File: src/drpd_pkg.sv
// Constants, encodings and helpers for the DDR2 refresh and power-down controller.
package drpd_pkg;

  // ==========================================================================
  // Clocking
  // ==========================================================================
  localparam int unsigned MCLK_PS = 100000;          // System clock period.
  localparam int unsigned CK_DIV  = 2;               // System clocks per memory clock.
  localparam int unsigned CK_PS   = MCLK_PS * CK_DIV;

  // A longest time rounds down to whole memory clocks, never below one.
  function automatic int unsigned cyc_floor(input int unsigned ps);
    return (ps / CK_PS < 1) ? 1 : ps / CK_PS;
  endfunction

  // A least time rounds up to whole memory clocks, never below one.
  function automatic int unsigned cyc_ceil(input int unsigned ps);
    return ((ps + CK_PS - 1) / CK_PS < 1) ? 1 : (ps + CK_PS - 1) / CK_PS;
  endfunction

  // ==========================================================================
  // Timing, in picoseconds and in memory clocks
  // ==========================================================================
  localparam int unsigned TREFI_PS     = 7812500;
  localparam int unsigned TREFI_HOT_PS = 3900000;
  localparam int unsigned TRFC_PS      = 127500;      // Plain default.
  localparam int unsigned TRP_PS       = 15000;       // Plain default.
  localparam int unsigned TXSNR_PS     = TRFC_PS + 10000;
  localparam int unsigned TREFI_CK     = cyc_floor(TREFI_PS);
  localparam int unsigned TREFI_HOT_CK = cyc_floor(TREFI_HOT_PS);
  localparam int unsigned TRFC_CK      = cyc_ceil(TRFC_PS);
  localparam int unsigned TRP_CK       = cyc_ceil(TRP_PS);
  localparam int unsigned TXSNR_CK     = cyc_ceil(TXSNR_PS);
  localparam int unsigned TXSRD_CK     = 200;
  localparam int unsigned TCKE_CK      = 3;
  localparam int unsigned TXP_CK       = 2;           // Plain default.
  localparam int unsigned TXARD_CK     = 2;           // Plain default.
  localparam int unsigned TXARDS_CK    = 7;           // Plain default.
  localparam int unsigned TAOF_CK      = 3;           // Plain default.
  localparam int unsigned CNT_W        = 8;

  // ==========================================================================
  // Register map and fields
  // ==========================================================================
  localparam logic [3:0]  REG_CTRL   = 4'h0;
  localparam logic [3:0]  REG_STAT   = 4'h4;
  localparam logic [3:0]  REG_REFS   = 4'h8;
  localparam logic [6:0]  CTRL_RST   = 7'h01;
  localparam int unsigned C_REF_EN   = 0;
  localparam int unsigned C_HOT      = 1;
  localparam int unsigned C_SR_REQ   = 2;
  localparam int unsigned C_PD_REQ   = 3;
  localparam int unsigned C_SLOW     = 4;
  localparam int unsigned C_ODT_EN   = 5;
  localparam int unsigned C_DLL_UNL  = 6;
  localparam int unsigned C_DLL_CLR  = 7;

  // ==========================================================================
  // Commands as {cs_n, ras_n, cas_n, we_n}
  // ==========================================================================
  localparam logic [3:0] CMD_NOP = 4'h7;
  localparam logic [3:0] CMD_REF = 4'h1;
  localparam logic [3:0] CMD_PRE = 4'h2;

  typedef enum logic [3:0] {
    ST_IDLE, ST_TRP, ST_TRFC, ST_ODTOFF, ST_SR, ST_SRX, ST_PD, ST_PDX
  } drpd_state_e;

endpackage : drpd_pkg

File: src/drpd_ctl.sv
// DDR2 refresh, self-refresh and power-down controller, host side.
// Summary of operation
// Refresh on average at least every 7.8125 us, all rows within 64 ms.
// Above 85 C case temperature the refresh interval shrinks to 3.9 us.
// Device refresh period runs from the registered REFRESH for the refresh cycle time.
// Precharge all banks, A10 high, before a REFRESH when rows are open.
// Self refresh only from all banks idle, REFRESH with clock enable falling.
// Memory clock stays stable one clock after entry and before exit.
// After self-refresh exit only NOP until the exit-to-non-read delay elapses.
// No READ until 200 clocks after self-refresh exit.
// Device leaves self refresh asynchronously; delays start at first qualified edge.
// Clock enable stays high until read delay, except self-refresh re-entry.
// Termination off before self refresh, held low until read delay after exit.
// Every clock-enable level is registered on three consecutive rising edges.
// Clock enable stays high from READ or WRITE until its burst completes.
// Burst completion includes postamble plus write recovery or write-to-read time.
// Power-down entered with clock enable low and NOP; mode follows open rows.
// No power-down or self refresh while an access or precharge is busy.
// Device disables buffers in power-down, freezes its loop in precharge mode.
// Device leaves power-down when clock enable registers high with NOP.
// Exit delay before non-read; fast or slow exit delay before READ.
// An unlocked loop at power-down entry needs a loop reset after exit.
// Clock frequency is unchanged across active power-down.
// Termination control is driven to a valid level during power-down.
//
// The implementer's own choices: the strobed register port and the register offsets.
`timescale 1ns/100ps
`default_nettype none
module drpd_ctl
  import drpd_pkg::*;
(
  input  wire logic        i_mclk,
  input  wire logic        i_rstn,
  input  wire logic [3:0]  i_addr,
  input  wire logic [15:0] i_wdata,
  input  wire logic        i_wr,
  input  wire logic        i_rd,
  output logic      [15:0] o_rdata,
  input  wire logic        i_bank_open,
  input  wire logic        i_access_busy,
  output logic             o_ck,
  output logic             o_ck_n,
  output logic             o_cke,
  output logic             o_cs_n,
  output logic             o_ras_n,
  output logic             o_cas_n,
  output logic             o_we_n,
  output logic             o_a10,
  output logic             o_odt,
  output logic             o_grant_nonread,
  output logic             o_grant_read
);

  drpd_state_e      state_reg;
  logic [6:0]       ctrl_reg;
  logic [15:0]      refs_reg;
  logic [CNT_W-1:0] ref_cnt_reg;
  logic [CNT_W-1:0] nr_val_reg;
  logic [CNT_W-1:0] rd_val_reg;
  logic [3:0]       cmd_reg;
  logic [1:0]       cke_age_reg;
  logic             cke_last_reg;
  logic             ref_pend_reg;
  logic             ref_done_reg;
  logic             goal_sr_reg;
  logic             pd_act_reg;
  logic             dll_ent_reg;
  logic             dll_set_reg;
  logic             dll_need_reg;
  logic             nr_load_reg;
  logic             rd_load_reg;
  logic             step;
  logic             nr_zero;
  logic             rd_zero;
  logic             cke_ok;
  logic             ref_due;

  // ==========================================================================
  // Memory clock and wait timers
  // ==========================================================================
  drpd_clkdiv u_clkdiv (
    .i_mclk (i_mclk),
    .i_rstn (i_rstn),
    .o_ck   (o_ck),
    .o_ck_n (o_ck_n),
    .o_step (step)
  );

  // Waits of the state sequence and the exit-to-non-read delay.
  drpd_timer #(.W(CNT_W)) u_nr_tmr (
    .i_mclk  (i_mclk),
    .i_rstn  (i_rstn),
    .i_load  (nr_load_reg),
    .i_value (nr_val_reg),
    .i_step  (step),
    .o_zero  (nr_zero)
  );

  // The exit-to-read delay runs beside it, since both start at one exit.
  drpd_timer #(.W(CNT_W)) u_rd_tmr (
    .i_mclk  (i_mclk),
    .i_rstn  (i_rstn),
    .i_load  (rd_load_reg),
    .i_value (rd_val_reg),
    .i_step  (step),
    .o_zero  (rd_zero)
  );

  // ==========================================================================
  // Clock-enable age
  // ==========================================================================
  // hold three edges
  // The age counts rising edges seen since the last level change.
  always_ff @(posedge i_mclk) begin
    if (!i_rstn) begin
      cke_last_reg <= 1'b1;
      cke_age_reg  <= 2'h3;
    end else if (step) begin
      cke_last_reg <= o_cke;
      if (o_cke != cke_last_reg) begin
        cke_age_reg <= 2'h1;
      end else if (cke_age_reg != 2'h3) begin
        cke_age_reg <= cke_age_reg + 2'h1;
      end
    end
  end

  assign cke_ok = (cke_age_reg == 2'h3) && (o_cke == cke_last_reg);

  // ==========================================================================
  // Refresh interval
  // ==========================================================================
  // interval count
  // A pending flag is raised each interval; a new one wins over its clear.
  always_ff @(posedge i_mclk) begin
    if (!i_rstn) begin
      ref_cnt_reg  <= '0;
      ref_pend_reg <= 1'b0;
    end else begin
      if (step) begin
        if (state_reg == ST_SR || ref_due) begin
          ref_cnt_reg <= '0;
        end else begin
          ref_cnt_reg <= ref_cnt_reg + 1'b1;
        end
      end
      if (step && ref_due && state_reg != ST_SR) begin
        ref_pend_reg <= 1'b1;
      end else if (ref_done_reg || state_reg == ST_SR) begin
        ref_pend_reg <= 1'b0;
      end
    end
  end

  assign ref_due = ctrl_reg[C_HOT] ? (ref_cnt_reg >= CNT_W'(TREFI_HOT_CK - 1))
                                   : (ref_cnt_reg >= CNT_W'(TREFI_CK - 1));

  // ==========================================================================
  // Power-state sequencer
  // ==========================================================================
  // Decisions are taken on the falling memory clock edge, so every command
  // and clock-enable level is settled half a period before it is registered.
  always_ff @(posedge i_mclk) begin
    if (!i_rstn) begin
      state_reg    <= ST_IDLE;
      cmd_reg      <= CMD_NOP;
      o_a10        <= 1'b0;
      o_cke        <= 1'b1;
      goal_sr_reg  <= 1'b0;
      pd_act_reg   <= 1'b0;
      dll_ent_reg  <= 1'b0;
      dll_set_reg  <= 1'b0;
      ref_done_reg <= 1'b0;
      nr_load_reg  <= 1'b0;
      rd_load_reg  <= 1'b0;
      nr_val_reg   <= '0;
      rd_val_reg   <= '0;
    end else begin
      nr_load_reg  <= 1'b0;
      rd_load_reg  <= 1'b0;
      dll_set_reg  <= 1'b0;
      ref_done_reg <= 1'b0;
      if (step) begin
        cmd_reg <= CMD_NOP;
        o_a10   <= 1'b0;
        case (state_reg)
          ST_IDLE: begin
            // busy blocks entry
            if (!i_access_busy && nr_zero) begin
              if (ref_pend_reg && ctrl_reg[C_REF_EN]) begin
                goal_sr_reg <= 1'b0;
                nr_load_reg <= 1'b1;
                state_reg   <= ST_TRP;
                // precharge all first
                if (i_bank_open) begin
                  cmd_reg    <= CMD_PRE;
                  o_a10      <= 1'b1;
                  nr_val_reg <= CNT_W'(TRP_CK);
                end else begin
                  nr_val_reg <= '0;
                end
              end else if (ctrl_reg[C_SR_REQ] && cke_ok) begin
                // termination off first
                goal_sr_reg <= 1'b1;
                nr_load_reg <= 1'b1;
                nr_val_reg  <= CNT_W'(TAOF_CK);
                state_reg   <= ST_ODTOFF;
              end else if (ctrl_reg[C_PD_REQ] && cke_ok && rd_zero) begin
                // power-down entry
                o_cke       <= 1'b0;
                pd_act_reg  <= i_bank_open;
                dll_ent_reg <= ctrl_reg[C_DLL_UNL];
                state_reg   <= ST_PD;
              end
            end
          end
          ST_ODTOFF: begin
            if (nr_zero) begin
              nr_load_reg <= 1'b1;
              state_reg   <= ST_TRP;
              if (i_bank_open) begin
                cmd_reg    <= CMD_PRE;
                o_a10      <= 1'b1;
                nr_val_reg <= CNT_W'(TRP_CK);
              end else begin
                nr_val_reg <= '0;
              end
            end
          end
          ST_TRP: begin
            if (nr_zero) begin
              cmd_reg <= CMD_REF;
              if (goal_sr_reg) begin
                // refresh with enable low
                o_cke     <= 1'b0;
                state_reg <= ST_SR;
              end else begin
                // refresh cycle wait
                ref_done_reg <= 1'b1;
                nr_load_reg  <= 1'b1;
                nr_val_reg   <= CNT_W'(TRFC_CK);
                state_reg    <= ST_TRFC;
              end
            end
          end
          ST_TRFC: begin
            if (nr_zero) begin
              state_reg <= ST_IDLE;
            end
          end
          ST_SR: begin
            // exit delays start
            if (cke_ok && !ctrl_reg[C_SR_REQ]) begin
              o_cke       <= 1'b1;
              nr_load_reg <= 1'b1;
              rd_load_reg <= 1'b1;
              nr_val_reg  <= CNT_W'(TXSNR_CK);
              rd_val_reg  <= CNT_W'(TXSRD_CK);
              state_reg   <= ST_SRX;
            end
          end
          ST_SRX: begin
            // NOP until delay
            if (nr_zero) begin
              state_reg <= ST_IDLE;
            end
          end
          ST_PD: begin
            // exit with NOP
            if (cke_ok && (!ctrl_reg[C_PD_REQ] || (ref_pend_reg && ctrl_reg[C_REF_EN]))) begin
              o_cke       <= 1'b1;
              dll_set_reg <= dll_ent_reg;
              nr_load_reg <= 1'b1;
              rd_load_reg <= 1'b1;
              nr_val_reg  <= CNT_W'(TXP_CK);
              // fast or slow exit
              if (!pd_act_reg) begin
                rd_val_reg <= CNT_W'(TXP_CK);
              end else if (ctrl_reg[C_SLOW]) begin
                rd_val_reg <= CNT_W'(TXARDS_CK);
              end else begin
                rd_val_reg <= CNT_W'(TXARD_CK);
              end
              state_reg <= ST_PDX;
            end
          end
          ST_PDX: begin
            if (nr_zero) begin
              state_reg <= ST_IDLE;
            end
          end
          default: begin
            state_reg <= ST_IDLE;
          end
        endcase
      end
    end
  end

  assign o_cs_n  = cmd_reg[3];
  assign o_ras_n = cmd_reg[2];
  assign o_cas_n = cmd_reg[1];
  assign o_we_n  = cmd_reg[0];

  // ==========================================================================
  // Termination, loop-reset flag and grants
  // ==========================================================================
  // termination level
  // Termination is always driven, and is held low on the whole self-refresh
  // path and until the exit-to-read delay has run out.
  always_ff @(posedge i_mclk) begin
    if (!i_rstn) begin
      o_odt           <= 1'b0;
      o_grant_nonread <= 1'b0;
      o_grant_read    <= 1'b0;
    end else begin
      o_odt <= ctrl_reg[C_ODT_EN] && rd_zero && !goal_sr_reg &&
               state_reg inside {ST_IDLE, ST_TRP, ST_TRFC, ST_PD, ST_PDX};
      o_grant_nonread <= (state_reg == ST_IDLE) && nr_zero && o_cke;
      // read gate
      o_grant_read    <= (state_reg == ST_IDLE) && nr_zero && o_cke && rd_zero &&
                         !dll_need_reg;
    end
  end

  // loop reset flag
  // A flag raised in the clearing cycle survives the clear.
  always_ff @(posedge i_mclk) begin
    if (!i_rstn) begin
      dll_need_reg <= 1'b0;
    end else if (dll_set_reg) begin
      dll_need_reg <= 1'b1;
    end else if (i_wr && i_addr == REG_CTRL && i_wdata[C_DLL_CLR]) begin
      dll_need_reg <= 1'b0;
    end
  end

  // ==========================================================================
  // Software registers
  // ==========================================================================
  // Control is written whole; the loop-reset clear bit is a write pulse.
  always_ff @(posedge i_mclk) begin
    if (!i_rstn) begin
      ctrl_reg <= CTRL_RST;
      refs_reg <= 16'h0000;
    end else begin
      if (i_wr && i_addr == REG_CTRL) begin
        ctrl_reg <= i_wdata[6:0];
      end
      if (ref_done_reg) begin
        refs_reg <= refs_reg + 16'h0001;
      end
    end
  end

  // Read data stand one cycle after the strobe and are zero otherwise.
  always_ff @(posedge i_mclk) begin
    if (!i_rstn) begin
      o_rdata <= 16'h0000;
    end else if (i_rd && i_addr == REG_CTRL) begin
      o_rdata <= {9'h000, ctrl_reg};
    end else if (i_rd && i_addr == REG_STAT) begin
      o_rdata <= {7'h00, ref_pend_reg, dll_need_reg, o_grant_read, o_grant_nonread,
                  o_cke, 4'(state_reg)};
    end else if (i_rd && i_addr == REG_REFS) begin
      o_rdata <= refs_reg;
    end else begin
      o_rdata <= 16'h0000;
    end
  end
endmodule // drpd_ctl
`default_nettype wire

File: src/drpd_clkdiv.sv
// Memory clock divider for the DDR2 refresh and power-down controller.
`timescale 1ns/100ps
`default_nettype none
module drpd_clkdiv (
  input  wire logic i_mclk,
  input  wire logic i_rstn,
  output logic      o_ck,
  output logic      o_ck_n,
  output logic      o_step
);

  // ==========================================================================
  // Divide by two
  // ==========================================================================
  // clock free running
  // The clock never stops, so it is stable around every power state change.
  always_ff @(posedge i_mclk) begin
    if (!i_rstn) begin
      o_ck   <= 1'b0;
      o_ck_n <= 1'b1;
    end else begin
      o_ck   <= ~o_ck;
      o_ck_n <= o_ck;
    end
  end

  // Commands change on the falling memory clock edge, half a period ahead.
  assign o_step = o_ck;

endmodule // drpd_clkdiv
`default_nettype wire

File: src/drpd_timer.sv
// Loadable down counter stepped once per memory clock.
`timescale 1ns/100ps
`default_nettype none
module drpd_timer #(
  parameter int unsigned W = 8
) (
  input  wire logic         i_mclk,
  input  wire logic         i_rstn,
  input  wire logic         i_load,
  input  wire logic [W-1:0] i_value,
  input  wire logic         i_step,
  output logic              o_zero
);

  logic [W-1:0] cnt_reg;

  // ==========================================================================
  // Counter
  // ==========================================================================
  // A load wins over a step so that a fresh wait is never shortened.
  always_ff @(posedge i_mclk) begin
    if (!i_rstn) begin
      cnt_reg <= '0;
    end else if (i_load) begin
      cnt_reg <= i_value;
    end else if (i_step && cnt_reg != '0) begin
      cnt_reg <= cnt_reg - 1'b1;
    end
  end

  assign o_zero = (cnt_reg == '0);

endmodule // drpd_timer
`default_nettype wire

File: config.mk
export PLATFORM = sky130hd
export DESIGN_NAME = drpd_ctl
export DESIGN_NICKNAME = d
export VERILOG_FILES = /design/src/drpd_pkg.sv /design/src/drpd_ctl.sv /design/src/drpd_clkdiv.sv /design/src/drpd_timer.sv
export SDC_FILE = /design/constraint.sdc
export NUM_CORES = 1
export LEC_CHECK = 0
export ABC_AREA = 1
export BUFFER_PORTS_ARGS = -buffer_cell sky130_fd_sc_hd__buf_4
export CORE_MARGIN = 2
export CORE_UTILIZATION = 45
export DETAILED_ROUTE_END_ITERATION = 12
export GPL_ROUTABILITY_DRIVEN = 0
export MAX_ROUTING_LAYER = met4
export PLACE_DENSITY = 0.69
export SLEW_MARGIN = 15
export SYNTH_ARGS = -nofsm -noshare
export SYNTH_HDL_FRONTEND = slang
export SYNTH_SLANG_ARGS = --single-unit
File: constraint.sdc
create_clock -name i_mclk -period 1.6 [get_ports i_mclk]
set_input_delay 0.08 -clock i_mclk [delete_from_list [all_inputs] [get_ports i_mclk]]
set_output_delay 0.08 -clock i_mclk [all_outputs]
set_load 0.01 [all_outputs]
==> flow_summary.toml, run 1 <==
[run_status]
status = "complete, no violations"

[logic_synthesis]
synth-adder-area-share_pct = 2.55
avgSynthCellArea_sq_um = 6.96
synth_top_family_by_area = "simple AND/OR/NAND/NOR gates"
synthMuxAreaShare_pct = 0
synth_seq_area_share_pct = 42.2
ys_ff_latch = 93
synth_nets = 669
synth_area_sq_mm = 0.00442
synth_xor_area_share_pct = 2.18
synth_compound_area_share_pct = 11.6
yosysUniqueCellTypes = 39
yosys_warnings = 0
synthSimpleGateAreaFrac_pct = 32.0
synth_cells = 634

[grt]
grt_max_degree = 28
grt_pass1_vias = 3956
grt-ovfl-total = 0
antenna_found_initial = 0
grt_pass1_wl_microns = 18200
track_usage_pct = 22.7

[timing]
rsz0062_at_grt = "yes"
finalCritPeriodShare_pct = 97.5
fin_crit_ns = 1.56
clock_skew_ns = 0.00816
setup_viol = 0
fin_tns_setup_ns = 0
hold_violations = 0
max_freq_mhz = 641
report.final.slew_viol_count = 0

[floorplan]
dieArea_sq_mm = 0.0106
coreArea_sq_mm = 0.00964
die_height_microns = 103
ios = 53
rows = 36
start_util_pct = 45.8
die_x_microns = 103

[setup_path]
max_stage_delay_ns = 0.33
worstPathCellList = "inv_2 -> ha_4 -> nand2_4 -> nor2_4 -> inv_2 -> nand2_2 -> nand2_2 -> nor2_4 -> buf_12 -> nand2_4 -> nand2_2 -> nand3_1"
critPathLaunchType = "flop"
crit_arrival_ns = 1.81
regToRegSetupSlack_ns = 0.04
crit_required_ns = 1.85
reg2reg_depth = 12
crit_type = "flop to flop"
rr_endpoint = "o_cke$_SDFFE_PN1P_"
slowest_stage = "dfxtp_2"
worstPathMaxFanout = 8
end_kind = "flop"
crit_top_cell = "nand2_2"
reg2reg_from = "u_nr_tmr.cnt_reg[1]$_SDFFE_PN0P_"

[flow_run]
cap_violations = 0

[finish]
drive_gt1_share_pct = 21.5
n_antenna_cell = 0
area.growth.synth_to_final_pct = 24.0
finalNetCount = 742

[power_and_ir_drop]
switching_share_pct = 35.9
total_power_mw = 7.40
power_density_mw_per_mm2 = 1350
intPower_mw = 4.74
power.switching_mw = 2.66
seq_power_share_pct = 37.2
p_leak_nw = 2.39
p_comb_share_pct = 38.8
power_frac_clock_pct = 24.0
vdd_drop_max_mv = 1.07

[drt]
wl_per_cell_microns = 13.1
met3_length_microns = 630
detail_route.drc_violations = 0
drt_iter0_drc = 202
wl_met1_microns = 5090
routed_wl_microns = 11100
post_drt_via_cell_ratio = 5.02
dr.pass1.iters = 4
via_count = 4243
ant_nets = 0
dr.max_layer_used = "met4"
dr_wl_met2_microns = 5140

[cts]
htree_levels = 3
root_buffer = "clkbuf_8"
clock_sinks = 93
numCtsBuffers = 9
insertion_delay_ns = 0.37
cts_buffer_depth = 2
cts_tree = "yes"
cts.clk_slew.worst_paths_ns = 0.09

[min_path]
hold_class = "input port to flop"
holdPathStages = 3
whs_endpoint = "ctrl_reg[4]$_SDFFE_PN0P_"
hold_start = "i_wdata[4]"

[place]
portBuffers = 43
dp_hpwl_microns = 8100
-- stage by stage --
stage          hold slack (ns)  cells  cell area, sq um  utilization (%)  setup slack [ns]
6_report               0.00176    845              5470             56.8            0.0400
5_1_grt                 0.0272    845              5470             56.8           -0.0608
4_1_cts                0.00668    842              5340             55.4            0.0151
3_5_place_dp             0.297    822              5020             52.1            -0.108
3_3_place_gp             0.296    822              5020             52.1           -0.0203
2_1_floorplan            0.193    634              4420                -            0.0914
-- per-layer routing --
metal,track usage [%],vias to the layer above
li1,-,2173
met1,28.5,1940
met2,36.3,108
met3,4.20,22
met4,9.01,0
met5,-,-
-- logic make-up (layout without fill, tap and decap cells) --
kind of cell | after synthesis | after routing
and+or+nand+nor | 319 | 319
adders and majority gates | 9 | 9
other | 1 | 1
DFF | 93 | 93
xor gates and xnor gates | 11 | 11
AOI/OAI and AO/OA | 96 | 96
buffers and inverters | 105 | 183
-- how the worst max path moves through the flow --
| stage | startpoint | to | slack (ns) | depth (start not counted) |
|---|---|---|---|---|
| after global placement | u_rd_tmr.cnt_reg[0]$_SDFFE_PN0P_ | o_odt$_SDFF_PN0_ | -0.02 | 7 |
| after CTS | u_nr_tmr.cnt_reg[1]$_SDFFE_PN0P_ | state_reg[1]$_SDFFE_PN0P_ | 0.02 | 12 |
| after detailed placement | u_rd_tmr.cnt_reg[0]$_SDFFE_PN0P_ | state_reg[1]$_SDFFE_PN0P_ | -0.11 | 10 |
| after floorplan | u_rd_tmr.cnt_reg[0]$_SDFFE_PN0P_ | state_reg[2]$_SDFFE_PN0P_ | 0.09 | 10 |
| after global routing | state_reg[2]$_SDFFE_PN0P_ | o_cke$_SDFFE_PN1P_ | -0.06 | 11 |
| final | u_nr_tmr.cnt_reg[1]$_SDFFE_PN0P_ | o_cke$_SDFFE_PN1P_ | 0.04 | 12 |
-- final cells by class --
type	count	area, sq um
Fill cell	947	4170
Inverter	93	349
Timing Repair Buffer	74	577
Sequential cell	93	1870
Clock buffer	13	159
Tap cell	133	166
Multi-Input combinational cell	436	2280
Clock inverter	3	67.6
-- synthesized netlist by cell type (all sizes together) --
cell	n	area share (%)
clkinv	1	0.085
o211ai	3	0.51
nor3	22	2.6
a22oi	2	0.34
a22o	1	0.20
a211oi	1	0.17
a21oi	41	4.6
or2	2	0.28
xnor2	2	0.40
clkbuf	7	0.62
ha	9	2.6
buf	5	0.79
inv	92	7.8
conb	1	0.085
nor3b	1	0.17
nand4	11	1.6
dfxtp	93	42
nor4	4	0.57
o32ai	1	0.20
nand3	37	4.2
xor2	9	1.8
o22ai	4	0.57
o21ai	39	4.4
a31oi	3	0.43
nand2	131	12
o21bai	1	0.17
nor2	109	10
nand3b	2	0.34
-- power groups by stage --
stage	sequential [mW]	clock, mW	combinational [mW]
floorplan	2.74	0	1.65
global placement	2.76	0	2.28
detailed placement	2.77	0	2.35
global route	2.78	1.91	3.19
CTS	2.72	1.80	2.60
finish	2.75	1.78	2.87
-- cell usage in the layout (no fill, tap or decap), drive strengths merged --
| cell | n |
|---|---|
| nor4 | 4 |
| nand4 | 11 |
| nor3b | 1 |
| dlygate4sd3 | 2 |
| nor3 | 22 |
| o22ai | 4 |
| buf | 72 |
| ha | 9 |
| nor2 | 109 |
| clkbuf | 13 |
| a22o | 1 |
| a22oi | 2 |
| bufinv | 2 |
| conb | 1 |
| or2 | 2 |
| a211oi | 1 |
| inv | 92 |
| clkinvlp | 1 |
| o211ai | 3 |
| nand2 | 131 |
| o21ai | 39 |
| xnor2 | 2 |
| nand3b | 2 |
| a21oi | 41 |
| xor2 | 9 |
| dfxtp | 93 |
| nand3 | 37 |
| clkinv | 1 |
| o21bai | 1 |
| a31oi | 3 |
| o32ai | 1 |
-- critical path, delay by kind of cell, from the launching register on --
kind                       cells  cell delay, ns
and+or+nand+nor                8            0.66
DFF                            1            0.33
buffers and inverters          3            0.28
adders and majority gates      1            0.16
-- timing repair --
item / 4_1_cts / 5_1_grt
hold buffers: 2 / 0
endpoints found under the setup margin: 16 / 26
gates resized for setup: 12 / 36
setup buffers: 2 / 3
hold endpoints to repair: 2 / 0
cloned: 0 / 0
pin swaps: 4 / 12
Power figures use the tool's default switching activity.
==> run 2: changes to the inputs <==
--- a/config.mk
+++ b/config.mk
@@ -6,13 +6,14 @@
 export NUM_CORES = 1
 export LEC_CHECK = 0
 export ABC_AREA = 1
+export ABC_CLOCK_PERIOD_IN_PS = 1800
 export BUFFER_PORTS_ARGS = -buffer_cell sky130_fd_sc_hd__buf_4
 export CORE_MARGIN = 2
 export CORE_UTILIZATION = 45
 export DETAILED_ROUTE_END_ITERATION = 12
 export GPL_ROUTABILITY_DRIVEN = 0
 export MAX_ROUTING_LAYER = met4
-export PLACE_DENSITY = 0.69
+export PLACE_DENSITY = 0.66
 export SLEW_MARGIN = 15
 export SYNTH_ARGS = -nofsm -noshare
 export SYNTH_HDL_FRONTEND = slang
==> constraint.sdc (replaced) <==
create_clock -name i_mclk -period 1.8 [get_ports i_mclk]
set_input_delay 0.09 -clock i_mclk [delete_from_list [all_inputs] [get_ports i_mclk]]
set_output_delay 0.09 -clock i_mclk [all_outputs]
set_load 0.01 [all_outputs]
==> run 2 against run 1 <==
Effect of this change:
- register-to-register slack better by 0.04 ns
- sequential share of layout area up 1.5 points
- clock-buffer cell count shrank 3
- clock power fell by 4%
- via count decreased by 0.38%
- global-route usage fell by 0.73 points
- sequential power decreased by 12%
- highest routed layer unchanged
==> flow_summary.toml, run 2 (synthesis gave the netlist of run 1 again) <==
[finish]
multi_input_comb_area_sq_mm = 0.00215
n_antenna_cell = 0
fillers = 979
fin_area_sq_mm = 0.00521
regArea_sq_mm = 0.00186
area.growth.synth_to_final_pct = 18.1
drive_gt1_share_pct = 15.3
final_cell_mix = "nand2_1 (119), nor2_1 (95), dfxtp_1 (93)"
finalNetCount = 722
layout_commonest_cell = "nand2_1"

[drt]
dr.pass1.iters = 5
routed_wl_microns = 10800
via_count = 4227
drt_iter0_drc = 147
ant_nets = 0
wl_per_cell_microns = 13.1
detail_route.drc_violations = 0
post_drt_via_cell_ratio = 5.12

[cts]
cts_buffer_depth = 2
cts.clk_slew.worst_paths_ns = 0.10
root_buffer = "clkbuf_8"
clock_sinks = 93
htree_levels = 3
insertion_delay_ns = 0.36
cts_tree = "yes"
numCtsBuffers = 9

[timing]
rsz0062_at_grt = "yes"
clock_skew_ns = 0.0147
hold_violations = 0
setup_viol = 0
finalCritPeriodShare_pct = 95.7
fin_ws_ns = 0.0777
max_freq_mhz = 581
report.final.slew_viol_count = 0
fin_tns_setup_ns = 0
fin_crit_ns = 1.72

[floorplan]
die_height_microns = 103
die_x_microns = 103
rows = 36
start_util_pct = 45.8
dieArea_sq_mm = 0.0106
ios = 53
coreArea_sq_mm = 0.00964

[power_and_ir_drop]
total_power_mw = 6.18
power_density_mw_per_mm2 = 1190
p_leak_nw = 2.27
vdd_drop_max_mv = 0.904

[setup_path]
crit_top_cell = "nor2_2"
worstPathMaxFanout = 6
critPathLaunchType = "flop"
crit_type = "flop to flop"
worstPathCellList = "inv_1 -> ha_1 -> nor3b_1 -> nand2_2 -> nor2_2 -> nor2_2 -> nor2_4 -> nand3_1 -> nand2_1 -> nor2_1"
cp_top_family = "simple AND/OR/NAND/NOR gates"
max_stage_delay_ns = 0.34
crit_required_ns = 2.06
crit_arrival_ns = 1.98
crit_buf_inv = 1
end_kind = "flop"
slowest_stage = "dfxtp_1"

[run_status]
status = "complete, no violations"

[place]
portBuffers = 43
dpl_cell_area_sq_mm = 0.00491
place_ws_ns = -0.0141
dp_hpwl_microns = 8110

[grt]
antenna_found_initial = 0
grt_pass1_vias = 3930
grt_max_degree = 43
grt-ovfl-total = 0
track_usage_pct = 22.0
grt_pass1_wl_microns = 17800

[flow_run]
cap_violations = 0

[min_path]
hold_class = "input port to flop"
==> run 2: cell types whose count changed in the layout (fill, tap and decap cells not counted), moves of 3 or more <==
cell / before / now
nand2_1: 114 / 119
nand2_4: 7 / 2
nor2_1: 92 / 95
nor2_4: 8 / 4
dfxtp_1: 85 / 93
dfxtp_2: 7 / 0
inv_2: 13 / 9
buf_4: 70 / 50
inv_1: 79 / 83
==> run 2: metrics by stage <==
stage / util (%) / hold WS, ns / instances
floorplan: - / 0.203 / 634
global placement: 50.9 / 0.299 / 805
detailed placement: 50.9 / 0.301 / 805
CTS: 53.7 / 0.00429 / 823
global route: 54.1 / 0.0407 / 825
finish: 54.1 / 0.0142 / 825
==> run 2: area by class of cell <==
| type | count | share of cell area [%] |
|---|---|---|
| timing repair buffer | 54 | 8.35 |
| clock buffer | 10 | 2.45 |
| clock inverter | 6 | 2.26 |
| inverter | 93 | 6.70 |
| sequential | 93 | 35.7 |
| tap | 133 | 3.19 |
| multi-input combinational | 436 | 41.3 |
==> run 2: timing repair <==
action,4_1_cts,5_1_grt
endpoints found under the hold margin,2,0
setup buffers,0,2
pin swaps,0,1
endpoints found under the setup margin,3,15
resized for setup,1,3
hold buffers,2,0
gates cloned,0,0
==> run 2: power breakdown <==
group | internal [mW] | switching [mW] | total, mW
Sequential | 2.25 | 0.169 | 2.42
Combinational | 0.780 | 1.28 | 2.06
Clock | 0.938 | 0.766 | 1.70
Total | 3.97 | 2.21 | 6.18
==> run 2: layer usage <==
metal	global-route usage [%]	up-vias	wire length, microns
li1	-	2143	-
met1	27.5	1971	5040
met2	36.1	95	5050
met3	3.05	18	496
met4	8.60	0	200
met5	-	-	0
==> run 2: path summary, 6_finish.rpt <==
kind	start	endpoint	slack, ns	cells after the start
max	u_rd_tmr.cnt_reg[0]$_SDFFE_PN0P_	state_reg[0]$_SDFFE_PN0P_	0.08	10
min	i_wdata[1]	ctrl_reg[1]$_SDFFE_PN0P_	0.01	3
min reg2reg	refs_reg[15]$_SDFFE_PN0P_	o_rdata[15]$_SDFF_PP0_	0.45	2
max reg2reg	u_rd_tmr.cnt_reg[0]$_SDFFE_PN0P_	state_reg[0]$_SDFFE_PN0P_	0.08	10
==> run 2: worst reg2reg max path, stage by stage (launching register included) <==
cell and delay, ns:
dfxtp_1 0.34, inv_1 0.12, ha_1 0.15, nor3b_1 0.22, nand2_2 0.16, nor2_2 0.21
nor2_2 0.07, nor2_4 0.16, nand3_1 0.09, nand2_1 0.07, nor2_1 0.04
